## config.mk

```make
export PLATFORM = sky130hd
export DESIGN_NAME = aux_io_pin_config
export DESIGN_NICKNAME = d
export VERILOG_FILES = /design/src/aux_io_pkg.sv /design/src/aux_sync.sv /design/src/aux_sense.sv /design/src/aux_io_pin_config.sv
export SDC_FILE = /design/constraint.sdc
export NUM_CORES = 1
export LEC_CHECK = 0
export ABC_AREA = 1
export ABC_CLOCK_PERIOD_IN_PS = 2430
export BUFFER_PORTS_ARGS = -buffer_cell sky130_fd_sc_hd__buf_2
export CAP_MARGIN = 20
export CELL_PAD_IN_SITES_DETAIL_PLACEMENT = 0
export CELL_PAD_IN_SITES_GLOBAL_PLACEMENT = 1
export CORE_MARGIN = 8
export CORE_UTILIZATION = 35
export CTS_CLUSTER_SIZE = 40
export DETAILED_ROUTE_END_ITERATION = 12
export HOLD_SLACK_MARGIN = 0.02
export PLACE_DENSITY_LB_ADDON = 0.1
export SYNTH_ARGS = -nofsm -noshare
export SYNTH_HDL_FRONTEND = slang
export SYNTH_SLANG_ARGS = --single-unit
```

## constraint.sdc

```tcl
create_clock -name clock -period 2.43 [get_ports clock]
set_input_delay 0.1215 -clock clock [delete_from_list [all_inputs] [get_ports clock]]
set_output_delay 0.1215 -clock clock [all_outputs]
set_load 0.1 [all_outputs]
```

## src/aux_io_pkg.sv

```systemverilog
// auxiliary i/o pin configuration: offsets, field positions, reset values
// assumes a 32-bit apb slave; the block and the bench reach these names with aux_io_pkg::
//
// What this block does
// - Pin one is an input or an output as its direction bit in the low config register says.
// - Pin two is an input when its direction bit is 0 and is driven as an output when it is 1.
// - Pin three is an input when its direction bit is 0 and an output when it is 1.
// - Pin one as input counts a low level as asserted at polarity 0 and a high level at 1.
// - Pin two as input counts a low level as asserted at polarity 0 and a high level at 1.
// - Pin three as input counts a low level as asserted at polarity 0 and a high level at 1.
// - Pin one in level mode shows status 1 exactly while it is asserted.
// - Pin one in edge mode latches status 1 if asserted at any time since the last status read.
// - Pin two in level mode shows status 1 only while it is asserted.
// - Pin two in edge mode holds status 1 once asserted until the status register is read.
// - Pin three in level mode shows status 1 only while it is asserted.
// - Pin three in edge mode sets status when asserted and clears it on the next status read.
// - Pin one as output is driven low for output bit 0 and high for output bit 1.
// - Pin two as output is driven low for output bit 0 and high for output bit 1.
// - Power-up and suspend return pins one and two to input.
// - Pin three as output follows its output bit and defaults to input on power-up or suspend.
package aux_io_pkg;
   localparam int NUM_PINS = 3;
   // register byte address is the register index times four
   localparam logic [7:0] CFG_LOW_IDX = 8'h59;
   localparam logic [7:0] CFG_HIGH_IDX = 8'h5A;
   localparam logic [11:0] ADDR_CFG_LOW = {2'h0, CFG_LOW_IDX, 2'h0};
   localparam logic [11:0] ADDR_CFG_HIGH = {2'h0, CFG_HIGH_IDX, 2'h0};
   localparam logic [11:0] ADDR_STATUS = 12'h400;
   localparam logic [11:0] ADDR_IRQ_STATUS = 12'h404;
   localparam logic [11:0] ADDR_IRQ_MASK = 12'h408;
   localparam logic [11:0] ADDR_CONTROL = 12'h40C;
   // low config fields (pin one bits 0..3, pin two bits 4..7)
   localparam int DIR_BIT = 0;
   localparam int POL_BIT = 1;
   localparam int EDGE_BIT = 2;
   localparam int OUT_BIT = 3;
   localparam int PIN_FIELD_W = 4;
   // high config: pin three output state
   localparam int P3_OUT_BIT = 3;
   localparam int SUSPEND_BIT = 0;
   localparam logic [7:0] CFG_LOW_RESET = 8'h00;
   localparam logic [7:0] CFG_HIGH_RESET = 8'h00;
   localparam logic [2:0] IRQ_MASK_RESET = 3'h0;
   localparam logic [2:0] ASSERTED_PREV_RESET = 3'h7;
endpackage

```

## src/aux_sync.sv

```systemverilog
// two flip-flop synchroniser for one pin input
// assumes the pin is asynchronous to clock
`timescale 1ns/1ps
module aux_sync (
   input wire logic clock,   // core clock
   input wire logic reset,   // sync reset, high
   input wire logic enable,  // clock enable
   input wire logic pin_in,  // raw pin level
   output logic sync_out     // synchronised level
);
   logic meta_q;

   always_ff @(posedge clock) begin
      if (reset) begin
         meta_q <= 1'b0;
         sync_out <= 1'b0;
      end else if (enable) begin
         meta_q <= pin_in;
         sync_out <= meta_q;
      end
   end
endmodule

```

## src/aux_sense.sv

```systemverilog
// polarity and level/edge capture for one input pin
// assumes a synchronised input; read_clear pulses on the status read
`timescale 1ns/1ps
module aux_sense (
   input wire logic clock,      // core clock
   input wire logic reset,      // sync reset, high
   input wire logic enable,     // clock enable
   input wire logic level_in,   // synchronised pin level
   input wire logic polarity,   // 1: high is asserted
   input wire logic edge_mode,  // 1: sticky until read
   input wire logic read_clear, // status read accepted
   output logic asserted,       // pin currently asserted
   output logic status          // status bit
);
   logic sticky_q;

   assign asserted = polarity ? level_in : ~level_in;

   // set beats the read clear so an event in the read cycle is kept
   always_ff @(posedge clock) begin
      if (reset) begin
         sticky_q <= 1'b0;
      end else if (enable) begin
         if (asserted) begin
            sticky_q <= 1'b1;
         end else if (read_clear) begin
            sticky_q <= 1'b0;
         end
      end
   end

   assign status = edge_mode ? (sticky_q | asserted) : asserted;
endmodule

```

## src/aux_io_pin_config.sv

```systemverilog
// auxiliary i/o pin configuration block with apb register access
// assumes a single 250 MHz clock, apb master in that domain, pins asynchronous
`timescale 1ns/1ps
module aux_io_pin_config (
   input wire logic clock,          // 250 MHz core clock
   input wire logic reset,          // sync reset, high
   input wire logic clock_enable,   // freezes all state while low
   input wire logic suspend,        // usb suspend level, same domain
   input wire logic psel,           // apb select
   input wire logic penable,        // apb enable
   input wire logic pwrite,         // apb write
   input wire logic [11:0] paddr,   // apb byte address
   input wire logic [31:0] pwdata,  // apb write data
   output logic [31:0] prdata,      // apb read data
   output logic pready,             // apb ready
   output logic pslverr,            // apb error, unmapped address
   input wire logic [2:0] pin_in,   // pin input levels
   output logic [2:0] pin_out,      // pin output levels
   output logic [2:0] pin_oe,       // pin output enables
   output logic irq                 // level interrupt
);

   ////////////////////////////////////////////////////////////////////////////
   // bus decode

   logic [7:0] cfg_low_q;
   logic [7:0] cfg_high_q;
   logic [2:0] irq_status_q;
   logic [2:0] irq_mask_q;
   logic [2:0] pin_status;
   logic [2:0] pin_asserted;
   logic [2:0] pin_dir;
   logic [2:0] pin_pol;
   logic [2:0] pin_edge;
   logic [2:0] pin_drive;
   logic [2:0] asserted_q;
   logic access;
   logic wr_en;
   logic rd_en;
   logic status_read;
   logic mapped;

   function automatic logic addr_mapped(input logic [11:0] a);
      addr_mapped = (a == aux_io_pkg::ADDR_CFG_LOW) || (a == aux_io_pkg::ADDR_CFG_HIGH) ||
         (a == aux_io_pkg::ADDR_STATUS) || (a == aux_io_pkg::ADDR_IRQ_STATUS) ||
         (a == aux_io_pkg::ADDR_IRQ_MASK) || (a == aux_io_pkg::ADDR_CONTROL);
   endfunction

   // zero wait states: ready in every access phase
   assign pready = 1'b1;
   assign access = psel & penable & clock_enable;
   assign mapped = addr_mapped(paddr);
   assign pslverr = psel & penable & ~mapped;
   assign wr_en = access & pwrite & mapped;
   assign rd_en = access & ~pwrite;
   assign status_read = rd_en & (paddr == aux_io_pkg::ADDR_STATUS);

   ////////////////////////////////////////////////////////////////////////////
   // configuration registers

   always_ff @(posedge clock) begin
      if (reset) begin
         cfg_low_q <= aux_io_pkg::CFG_LOW_RESET;
         cfg_high_q <= aux_io_pkg::CFG_HIGH_RESET;
      end else if (clock_enable) begin
         if (suspend) begin
            // suspend drops direction bits only; other settings survive
            cfg_low_q[aux_io_pkg::DIR_BIT] <= 1'b0;
            cfg_low_q[aux_io_pkg::PIN_FIELD_W + aux_io_pkg::DIR_BIT] <= 1'b0;
            cfg_high_q[aux_io_pkg::DIR_BIT] <= 1'b0;
         end else if (wr_en && paddr == aux_io_pkg::ADDR_CFG_LOW) begin
            cfg_low_q <= pwdata[7:0];
         end else if (wr_en && paddr == aux_io_pkg::ADDR_CFG_HIGH) begin
            cfg_high_q <= pwdata[7:0];
         end
      end
   end

   always_ff @(posedge clock) begin
      if (reset) begin
         irq_mask_q <= aux_io_pkg::IRQ_MASK_RESET;
      end else if (clock_enable && wr_en && paddr == aux_io_pkg::ADDR_IRQ_MASK) begin
         irq_mask_q <= pwdata[2:0];
      end
   end

   ////////////////////////////////////////////////////////////////////////////
   // field mapping: pins one/two in low byte, pin three all in high byte

   assign pin_dir[0] = cfg_low_q[aux_io_pkg::DIR_BIT];
   assign pin_dir[1] = cfg_low_q[aux_io_pkg::PIN_FIELD_W + aux_io_pkg::DIR_BIT];
   assign pin_dir[2] = cfg_high_q[aux_io_pkg::DIR_BIT];
   assign pin_pol[0] = cfg_low_q[aux_io_pkg::POL_BIT];
   assign pin_pol[1] = cfg_low_q[aux_io_pkg::PIN_FIELD_W + aux_io_pkg::POL_BIT];
   assign pin_pol[2] = cfg_high_q[aux_io_pkg::POL_BIT];
   assign pin_edge[0] = cfg_low_q[aux_io_pkg::EDGE_BIT];
   assign pin_edge[1] = cfg_low_q[aux_io_pkg::PIN_FIELD_W + aux_io_pkg::EDGE_BIT];
   assign pin_edge[2] = cfg_high_q[aux_io_pkg::EDGE_BIT];
   assign pin_drive[0] = cfg_low_q[aux_io_pkg::OUT_BIT];
   assign pin_drive[1] = cfg_low_q[aux_io_pkg::PIN_FIELD_W + aux_io_pkg::OUT_BIT];
   assign pin_drive[2] = cfg_high_q[aux_io_pkg::P3_OUT_BIT];

   ////////////////////////////////////////////////////////////////////////////
   // per-pin input path and output drive

   genvar g;
   generate
      for (g = 0; g < aux_io_pkg::NUM_PINS; g++) begin : g_pin
         logic synced;
         logic sense_status;

         aux_sync u_sync (
            .clock(clock),
            .reset(reset),
            .enable(clock_enable),
            .pin_in(pin_in[g]),
            .sync_out(synced)
         );

         aux_sense u_sense (
            .clock(clock),
            .reset(reset),
            .enable(clock_enable),
            .level_in(synced),
            .polarity(pin_pol[g]),
            .edge_mode(pin_edge[g]),
            .read_clear(status_read),
            .asserted(pin_asserted[g]),
            .status(sense_status)
         );

         // an output pin reports no input status
         assign pin_status[g] = sense_status & ~pin_dir[g];

         always_ff @(posedge clock) begin
            if (reset) begin
               pin_out[g] <= 1'b0;
               pin_oe[g] <= 1'b0;
            end else if (clock_enable) begin
               pin_out[g] <= pin_drive[g];
               pin_oe[g] <= pin_dir[g] & ~suspend;
            end
         end
      end
   endgenerate

   ////////////////////////////////////////////////////////////////////////////
   // interrupts: rising assertion of an input pin is the event

   always_ff @(posedge clock) begin
      if (reset) begin
         // all ones, so the idle level after reset is never taken for a new event
         asserted_q <= aux_io_pkg::ASSERTED_PREV_RESET;
      end else if (clock_enable) begin
         asserted_q <= pin_asserted & ~pin_dir;
      end
   end

   always_ff @(posedge clock) begin
      if (reset) begin
         irq_status_q <= 3'h0;
      end else if (clock_enable) begin
         // a new event outranks a write-one-to-clear in the same cycle
         irq_status_q <= (irq_status_q
            & ~((wr_en && paddr == aux_io_pkg::ADDR_IRQ_STATUS) ? pwdata[2:0] : 3'h0))
            | (pin_asserted & ~pin_dir & ~asserted_q);
      end
   end

   assign irq = |(irq_status_q & irq_mask_q);

   ////////////////////////////////////////////////////////////////////////////
   // read data, decoded from the registers while the access phase stands

   always_comb begin
      if (paddr == aux_io_pkg::ADDR_CFG_LOW) begin
         prdata = {24'h000000, cfg_low_q};
      end else if (paddr == aux_io_pkg::ADDR_CFG_HIGH) begin
         prdata = {24'h000000, cfg_high_q};
      end else if (paddr == aux_io_pkg::ADDR_STATUS) begin
         prdata = {29'h0, pin_status};
      end else if (paddr == aux_io_pkg::ADDR_IRQ_STATUS) begin
         prdata = {29'h0, irq_status_q};
      end else if (paddr == aux_io_pkg::ADDR_IRQ_MASK) begin
         prdata = {29'h0, irq_mask_q};
      end else if (paddr == aux_io_pkg::ADDR_CONTROL) begin
         prdata = {31'h0, suspend};
      end else begin
         prdata = 32'h00000000;
      end
   end

   ////////////////////////////////////////////////////////////////////////////
   // checks

   property p_suspend_input;
      @(posedge clock) disable iff (reset)
         (suspend && clock_enable) |=> (pin_oe == 3'h0);
   endproperty
   a_suspend_input: assert property (p_suspend_input)
      else $error("pin drives while suspended");

   property p_oe_follows_dir;
      @(posedge clock) disable iff (reset)
         (clock_enable && !suspend) |=> (pin_oe == $past(pin_dir));
   endproperty
   a_oe_follows_dir: assert property (p_oe_follows_dir)
      else $error("output enable does not follow direction");

   property p_out_level;
      @(posedge clock) disable iff (reset)
         clock_enable |=> (pin_out == $past(pin_drive));
   endproperty
   a_out_level: assert property (p_out_level)
      else $error("output level wrong");

   property p_level_mode;
      @(posedge clock) disable iff (reset)
         (!pin_edge[0] && !pin_dir[0]) |-> (pin_status[0] == pin_asserted[0]);
   endproperty
   a_level_mode: assert property (p_level_mode)
      else $error("level status mismatch pin one");

   property p_edge_hold;
      @(posedge clock) disable iff (reset)
         (clock_enable && pin_edge[1] && !pin_dir[1] && pin_asserted[1])
         ##1 (pin_edge[1] && !pin_dir[1] && !status_read) |-> pin_status[1];
   endproperty
   a_edge_hold: assert property (p_edge_hold)
      else $error("edge status lost pin two");

   property p_edge_clear;
      @(posedge clock) disable iff (reset)
         (clock_enable && status_read && !pin_asserted[2]) ##1
         (pin_edge[2] && !pin_asserted[2]) |-> !pin_status[2];
   endproperty
   a_edge_clear: assert property (p_edge_clear)
      else $error("edge status not cleared pin three");

   property p_polarity;
      @(posedge clock) disable iff (reset)
         clock_enable ##2 1'b1 |-> (pin_asserted[0] == (pin_pol[0] == $past(pin_in[0], 2)))
            or !$stable(pin_in[0]) or !$stable(pin_pol[0]) or !$past(clock_enable);
   endproperty
   a_polarity: assert property (p_polarity)
      else $error("polarity or synchroniser wrong");

   property p_irq;
      @(posedge clock) disable iff (reset)
         (irq_status_q[0] && irq_mask_q[0]) |-> irq;
   endproperty
   a_irq: assert property (p_irq)
      else $error("interrupt not raised");

   ////////////////////////////////////////////////////////////////////////////
   // checks: reset, freeze and the other pins

   property p_reset_idle;
      @(posedge clock) reset |=> (pin_oe == 3'h0) && (pin_out == 3'h0) && !irq;
   endproperty
   a_reset_idle: assert property (p_reset_idle)
      else $error("pins not idle after reset");

   property p_cfg_reset;
      @(posedge clock) reset |=> (cfg_low_q == aux_io_pkg::CFG_LOW_RESET)
         && (cfg_high_q == aux_io_pkg::CFG_HIGH_RESET);
   endproperty
   a_cfg_reset: assert property (p_cfg_reset)
      else $error("configuration not at reset value");

   property p_suspend_dir;
      @(posedge clock) disable iff (reset)
         (suspend && clock_enable) |=> (pin_dir == 3'h0);
   endproperty
   a_suspend_dir: assert property (p_suspend_dir)
      else $error("direction kept while suspended");

   property p_freeze;
      @(posedge clock) disable iff (reset)
         !clock_enable |=> $stable(cfg_low_q) && $stable(cfg_high_q)
            && $stable(irq_status_q) && $stable(pin_oe) && $stable(pin_out);
   endproperty
   a_freeze: assert property (p_freeze)
      else $error("state moved with clock enable low");

   property p_pin2_drive;
      @(posedge clock) disable iff (reset)
         (clock_enable && !suspend && pin_dir[1])
            |=> pin_oe[1] && (pin_out[1] == $past(pin_drive[1]));
   endproperty
   a_pin2_drive: assert property (p_pin2_drive)
      else $error("pin two not driven at its output level");

   property p_pin3_drive;
      @(posedge clock) disable iff (reset)
         (clock_enable && !suspend && pin_dir[2])
            |=> pin_oe[2] && (pin_out[2] == $past(pin_drive[2]));
   endproperty
   a_pin3_drive: assert property (p_pin3_drive)
      else $error("pin three not driven at its output level");

   property p_level_pin2;
      @(posedge clock) disable iff (reset)
         (!pin_edge[1] && !pin_dir[1]) |-> (pin_status[1] == pin_asserted[1]);
   endproperty
   a_level_pin2: assert property (p_level_pin2)
      else $error("level status mismatch pin two");

   property p_level_pin3;
      @(posedge clock) disable iff (reset)
         (!pin_edge[2] && !pin_dir[2]) |-> (pin_status[2] == pin_asserted[2]);
   endproperty
   a_level_pin3: assert property (p_level_pin3)
      else $error("level status mismatch pin three");

   property p_edge_hold_p1;
      @(posedge clock) disable iff (reset)
         (clock_enable && pin_edge[0] && !pin_dir[0] && pin_asserted[0])
         ##1 (pin_edge[0] && !pin_dir[0] && !status_read) |-> pin_status[0];
   endproperty
   a_edge_hold_p1: assert property (p_edge_hold_p1)
      else $error("edge status lost pin one");

   property p_edge_hold_p3;
      @(posedge clock) disable iff (reset)
         (clock_enable && pin_edge[2] && !pin_dir[2] && pin_asserted[2])
         ##1 (pin_edge[2] && !pin_dir[2] && !status_read) |-> pin_status[2];
   endproperty
   a_edge_hold_p3: assert property (p_edge_hold_p3)
      else $error("edge status lost pin three");

   property p_irq_event;
      @(posedge clock) disable iff (reset)
         (clock_enable && pin_asserted[0] && !pin_dir[0] && !asserted_q[0])
            |=> irq_status_q[0];
   endproperty
   a_irq_event: assert property (p_irq_event)
      else $error("pin one event not captured");

   property p_pol_pin2;
      @(posedge clock) disable iff (reset)
         clock_enable ##2 1'b1 |-> (pin_asserted[1] == (pin_pol[1] == $past(pin_in[1], 2)))
            or !$past(clock_enable);
   endproperty
   a_pol_pin2: assert property (p_pol_pin2)
      else $error("polarity or synchroniser wrong pin two");

   property p_pol_pin3;
      @(posedge clock) disable iff (reset)
         clock_enable ##2 1'b1 |-> (pin_asserted[2] == (pin_pol[2] == $past(pin_in[2], 2)))
            or !$past(clock_enable);
   endproperty
   a_pol_pin3: assert property (p_pol_pin3)
      else $error("polarity or synchroniser wrong pin three");

endmodule

```

==> results of run 1 <==
critical path: stages:
cell      delay (ps)
buf_2            120
nor2_2           130
nand2_1          120
nand3b_4         220
nor3_1           400
nand2_1          150
a41oi_2          170
buf_2            450
power breakdown:
part           switching [mW]  leakage, nW  internal [mW]
Combinational           0.300        0.817         0.0495
Clock                   0.224       0.0410          0.195
Sequential             0.0124        0.327          0.678
Total                   0.537         1.18          0.923
layout make-up:
class	instances	area, sq um	area share
Tap cell	77	96.3	0.0378
Clock inverter	1	5.00	0.00197
Sequential cell	40	801	0.314
Multi-Input combinational cell	247	1210	0.476
Inverter	32	120	0.0472
Timing Repair Buffer	47	240	0.0943
Clock buffer	6	72.6	0.0285
worst min-delay path by stage:
stage | from | slack, ps | to | depth (start not counted)
floorplan | pin_in[2] | 260 | g_pin[2].u_sync.meta_q | 2
global placement | pin_in[1] | 340 | g_pin[1].u_sync.meta_q | 3
detailed placement | pin_in[1] | 350 | g_pin[1].u_sync.meta_q | 3
CTS | pin_in[1] | 50 | g_pin[1].u_sync.meta_q | 3
global route | pin_in[1] | 80 | g_pin[1].u_sync.meta_q | 3
finish | pin_in[1] | 60 | g_pin[1].u_sync.meta_q | 3
synth_stat cells, types with 2 or more instances:
cell type  instances  share of area
dfxtp_1           40           0.35
nor2_2             6          0.017
xor2_1             3          0.012
o21ai_0           20          0.044
o21ai_1            6          0.013
nor3_1             7          0.016
buf_4             25          0.083
nand2_1           61           0.10
inv_2              2         0.0033
clkbuf_1           8          0.013
o221ai_1           3          0.012
nand3_1           18          0.040
a21oi_1           26          0.058
nor2_1            48          0.080
inv_1             30          0.050
conb_1             2         0.0033
nand2_2            3         0.0083
nand4_1           12          0.033
metrics by stage:
stage	setup slack [ps]	power, mW	TNS, ps	cell area (sq um)
after floorplan	-480	1.02	-2400	2350
after global placement	364	1.05	0	2470
after detailed placement	437	1.05	0	2470
after CTS	427	1.47	0	2550
after global routing	294	1.52	0	2550
final	416	1.46	0	2550
layer usage:
metal,share of wire,global-route usage,vias to the layer above
met5,0,0,-
met4,0.010,0.0384,0
met3,0.066,0.0304,6
met2,0.45,0.222,52
met1,0.47,0.187,922
li1,-,-,1110
state kept, by name, summed over array words and instances (netlist names):
| register | flops |
|---|---|
| g_pin.u_sync.meta_q | 3 |
| g_pin.u_sense.sticky_q | 3 |
| pin_oe | 3 |
| irq_mask_q | 3 |
| cfg_high_q | 8 |
| g_pin.u_sync.sync_out | 3 |
| cfg_low_q | 8 |
| pin_out | 3 |
| asserted_q | 3 |
| irq_status_q | 3 |
logic make-up after synthesis:
logic type | count (synthesis) | synth area share
simple gates | 161 | 0.334
other cells | 2 | 0.00333
flops | 40 | 0.355
compound gates | 58 | 0.146
xor+xnor | 3 | 0.0116
buf+inv | 65 | 0.150
==> results.md, run 1 <==
* Status: finished, final reports clean
* DRT Wirelength at 6470 um
* Tot GR Track Use at 0.140
* CTS Hold Bufs at 0
* Cell Count Post-Placement at 443
* Synth Area per Inst at 6.86 sq um
* CP Launch Point: paddr[9]
* Synth Cell Area at 2260 sq um
* Commonest non-fill, non-tap cell in the layout: nand2_1
* Detail Route Antenna Nets at 0
* Gr ovfl total at 0
* Clk sinks at 40
* #FFs+latches synth at 40
* Ant diodes at 0
* Register area share after synthesis at 0.355
* Fraction of registers with async set/reset at 0
* Clock buffer depth at 2
* EDFF count, synth at 0
* TritonCTS clock tree: done
* Area of the core at between 6000 and 7000 sq um
* Starting Density at 0.359
* Area grow syn2layout at 12.9%
* R2r setup slk at between 1000 and 1500 ps
* Worst hold path class: in2reg
* Req. time, crit path at 2310 ps
* Die ar. at 9270 sq um
* P per Cell Area at 573 nW/um^2
* Vias in the first global route at 1980
* Worst slew pin tran at 731 ps
* Crit Path Max Fanout at 5
* WS Path Type: in2out
* Fin. Hold Viols at 0
* First-pass GRT wire length at slightly above 10000 um
* Final HPWL DP at 4940 um
* Via count at 2090
* Rel. slew slack at 0.512
* Site row count at 29
* DIE WIDTH at 96.3 um
* FF-to-FF End: irq_status_q[0]
* Drt drc at 0
* Post-Layout Cell Count at 450
* Root buffer cell: clkbuf_8
* Die Ht at 96.3 um
* Worst setup SP type: primary input
* Yosys cell types at 27
* Worst Setup End Kind: output pin
* Fillers at 707
* Unrepaired setup endpoints after global routing: no
* Fmax at 497 MHz
* Worst Setup EP: prdata[1]
* Vias/cell at 4.64
* Max Clock Skew at 6.03 ps
* Post-CTS sizing at 0
* Max-cap violations at 0
* Launching point of the worst reg2reg path: cfg_low_q[1]
* Layout net count at 427
* Min Tclk post-route at 2010 ps
* Routability Congestion at 0.806
* Most frequent cells in the layout: 61 x nand2_1, 48 x nor2_1, 45 x buf_2
* H-tree lvl count at 2
* R2r worst-path depth at 6
* First-pass DRT Iterations at 4
* Pin count of the biggest net entering global routing at 24
* WHS at 55.7 ps
* Final Cycle Share at 0.829
* Clock Latency Late Sink at 290 ps
* Cells after synthesis at about 330
* Initial antenna violation count at 0
* Slew Viols, Final at 0
* Layout Utilization at 0.406
* Data arrival time of the worst path at around 1900 ps
* Reg clk slew, reported paths at ~70 ps
* Total CTS buffers at 5
* Static Leak at 1.18 nW
* Port bufs at 45
* Drt wl/cell at 14.4 um
* Worst IR Drop VDD at between 300 and 400 uV
* Ports at 95
* Yosys warns at 0
* Postcts setup bufs at 0
* Final-report setup violation count at 0
* Prevailing post-synth register cell: dfxtp_1
* Iteration-0 DRC Markers at 120
* Share of cells above drive strength 1 at 0.193
(Power assumes the default switching activity.)
==> run 2, diff against run 1 <==
--- a/config.mk
+++ b/config.mk
@@ -6,13 +6,13 @@
 export NUM_CORES = 1
 export LEC_CHECK = 0
 export ABC_AREA = 1
-export ABC_CLOCK_PERIOD_IN_PS = 2430
+export ABC_CLOCK_PERIOD_IN_PS = 1700
 export BUFFER_PORTS_ARGS = -buffer_cell sky130_fd_sc_hd__buf_2
 export CAP_MARGIN = 20
 export CELL_PAD_IN_SITES_DETAIL_PLACEMENT = 0
 export CELL_PAD_IN_SITES_GLOBAL_PLACEMENT = 1
 export CORE_MARGIN = 8
-export CORE_UTILIZATION = 35
+export CORE_UTILIZATION = 29
 export CTS_CLUSTER_SIZE = 40
 export DETAILED_ROUTE_END_ITERATION = 12
 export HOLD_SLACK_MARGIN = 0.02
==> constraint.sdc (replaced) <==
create_clock -name clock -period 1.7 [get_ports clock]
set_input_delay 0.085 -clock clock [delete_from_list [all_inputs] [get_ports clock]]
set_output_delay 0.085 -clock clock [all_outputs]
set_load 0.1 [all_outputs]
==> results.md, run 2 (synthesis results as in run 1) <==
* Status: finished, final reports clean
* Cell Count Post-Placement at 478 (+7.9%)
* Fillers at 829 (+17%)
* Hold path depth at 3 (unchanged)
* Worst Setup End Kind: output pin
* Drt drc at 0 (unchanged)
* Req. time, crit path at 1620 ps (-690 ps)
* Root buffer cell: clkbuf_8
* Rel. slew slack at 0.555 (+0.0431)
* Commonest non-fill, non-tap cell in the layout: nand2_1
* Clock buffer depth at 2 (unchanged)
* CP max stage delay at 350 ps (-100 ps)
* Power, Total at 2.38 mW (+63%)
* First-pass GRT wire length at 11400 um (+14%)
* TritonCTS clock tree: done
* Post-route cell area at 2900 sq um (+14%)
* Die Ht at 104 um (+8.2%)
* Total CTS buffers at 5 (unchanged)
* Data arrival time of the worst path at 1510 ps (-380 ps)
* Min Tclk post-route at 1600 ps
* R2r worst-path depth at 6 (unchanged)
* Hold Path Origin: pwdata[7]
* Routability Congestion at 0.766 (-5.0%)
* First-pass DRT Iterations at 4 (unchanged)
* Final-report setup violation count at 0 (unchanged)
* Tot GR Track Use at 0.129 (-0.0113)
* Initial antenna violation count at 0 (unchanged)
* Iteration-0 DRC Markers at 111 (-7.5%)
* Fmax at 625 MHz
* Most frequent cells in the layout: 61 x nand2_1, 47 x nor2_1, 39 x dfxtp_1
* Placed Instance Area at 2720 sq um (+10%)
* P per Cell Area at 821 nW/um^2 (+43%)
* Reg clk slew, reported paths at 80 ps (about the same)
* Starting Density at 0.295 (-0.0644)
* Area grow syn2layout at 28.5%
* DIE WIDTH at 104 um (+8.2%)
* WS Path Type: reg2out
* Ant diodes at 0 (unchanged)
* Worst path slowest cell: dfxtp_1
* Static Leak at 1.29 nW (+9.2%)
* Gate power share at 0.218 (-0.021)
* Die ar. at 10900 sq um (+17%)
* Setup_tns at 0 ps (unchanged)
* Share of cells above drive strength 1 at 0.230 (+0.0369)
* Layout Utilization at 0.379 (-0.0267)
* Pin count of the biggest net entering global routing at 24 (unchanged)
* Internal Power at 1.57 mW (+70%)
* Ports at 95 (unchanged)
* Area of the core at 7650 sq um (+22%)
* Buf/Inv on CP at 1 (-1)
* Launching point of the worst reg2reg path: cfg_low_q[1]
* Cell family with most CP delay: flip-flops
* Worst IR Drop VDD at 487 uV (+33%)
* Worst Hold End: cfg_low_q[7]
* Final HPWL DP at 5270 um (+6.6%)
* Reg power frac at 0.415 (-0.058)
* Max Clock Skew at 4.28 ps (-1.75 ps)
* H-tree lvl count at 2 (unchanged)
* Clock Latency Late Sink at 300 ps (about the same)
* Via count at 2166 (+3.6%)
* Post-Layout Cell Count at 489 (+8.7%)
* Vias in the first global route at 2251 (+14%)
* Clk sinks at 40 (unchanged)
* CP Cell Sequence: xor2_1 -> a21oi_1 -> nand4_1 -> nand4_1 -> buf_12
* Site row count at 32 (+10%)
* DRT Wirelength at 6800 um (+5.1%)
* Gr ovfl total at 0 (unchanged)
* Sw frac at 0.339 (-0.0291)
* Detail Route Antenna Nets at 0 (unchanged)
* Port bufs at 45 (unchanged)
* R2r setup slk at 640 ps (-720 ps)
* Worst hold path class: in2reg
* Unrepaired setup endpoints after global routing: no
* Fin. Hold Viols at 0 (unchanged)
* Worst setup SP type: flip-flop
* Crit Path Max Fanout at 3 (-2)
* FF-to-FF End: irq_status_q[0]
* Layout net count at 440 (+3.0%)
* Final Cycle Share at 0.941
* Vias/cell at 4.43 (-4.6%)
* Drt wl/cell at 13.9 um (-3.3%)
* Max-cap violations at 0 (unchanged)
* CP dominant cell by count: nand4_1
* Slew Viols, Final at 0 (unchanged)
* Clk pwr share at 0.367 (+0.079)
* Worst slew pin tran at 666 ps (-64.5 ps)
* Largest registers: cfg_high_q (8), cfg_low_q (8)
* Sw Pwr at 805 uW (+50%)
[run 2: cell count changes in the layout (fill, tap and decap cells not counted), moves of 2 or more]
cell	change
buf_2	-9
o21ai_1	+5
dlygate4sd3_1	+3
buf_12	+9
o21ai_0	-5
clkbuf_8	+2
buf_4	+10
[run 2: power by group through the flow]
stage | logic [mW] | registers (mW) | clock network, mW
after global placement | 0.512 | 1.01 | 0
after floorplan | 0.405 | 1.06 | 0
after detailed placement | 0.511 | 1.01 | 0
after CTS | 0.518 | 0.986 | 0.891
after global routing | 0.552 | 0.992 | 0.932
final | 0.518 | 0.987 | 0.874
[run 2: repair_timing]
action | in CTS | in global routing
hold buffers | 3 | 0
endpoints found under the setup margin | 0 | 2
setup buffers | 0 | 0
gates resized for setup | 0 | 4
endpoints found under the hold margin | 3 | 0
[run 2: layout make-up]
cell class	instances	area [sq um]	area share
clock inverters	1	30.0	0.0104
multi-input cells	247	1240	0.428
flip-flops and latches	40	802	0.277
well taps	102	128	0.0440
clock buffers	7	96.3	0.0332
repair buffers	60	480	0.166
inverters	32	120	0.0415
[run 2: worst reg2reg max path: cells and delay by family, from the launching register on]
| family | cells | cell delay [ps] |
|---|---|---|
| AOI/OAI and AO/OA | 1 | 60 |
| xor gates and xnor gates | 1 | 210 |
| DFF | 1 | 390 |
| buffers and inverters | 1 | 100 |
| and+or+nand+nor | 3 | 190 |
[run 2: worst max path at each step]
| stage | endpoint | slack (ps) | cells past startpoint | from |
|---|---|---|---|---|
| finish | prdata[0] | 100 | 5 | cfg_low_q[1] |
| global route | prdata[2] | 30 | 5 | g_pin[2].u_sync.sync_out |
| CTS | prdata[1] | 60 | 5 | g_pin[1].u_sync.sync_out |
| detailed placement | cfg_high_q[3] | 120 | 9 | paddr[9] |
| global placement | prdata[1] | 120 | 9 | paddr[0] |
| floorplan | prdata[3] | -400 | 5 | paddr[0] |
[run 2: per-stage QoR]
stage                     setup slack [ps]  hold WS (ps)
after floorplan                       -403           220
final                                  101          31.6
after global routing                  33.3          34.4
after global placement                 117           308
after CTS                             63.7          36.3
after detailed placement               124           314
[run 2: per-layer routing]
metal,vias to the layer above,share of wire,GRT usage
met2,48,0.46,0.210
met4,0,0.0079,0.0279
met1,976,0.48,0.164
met3,5,0.047,0.0372
met5,-,0,0
li1,1137,-,-
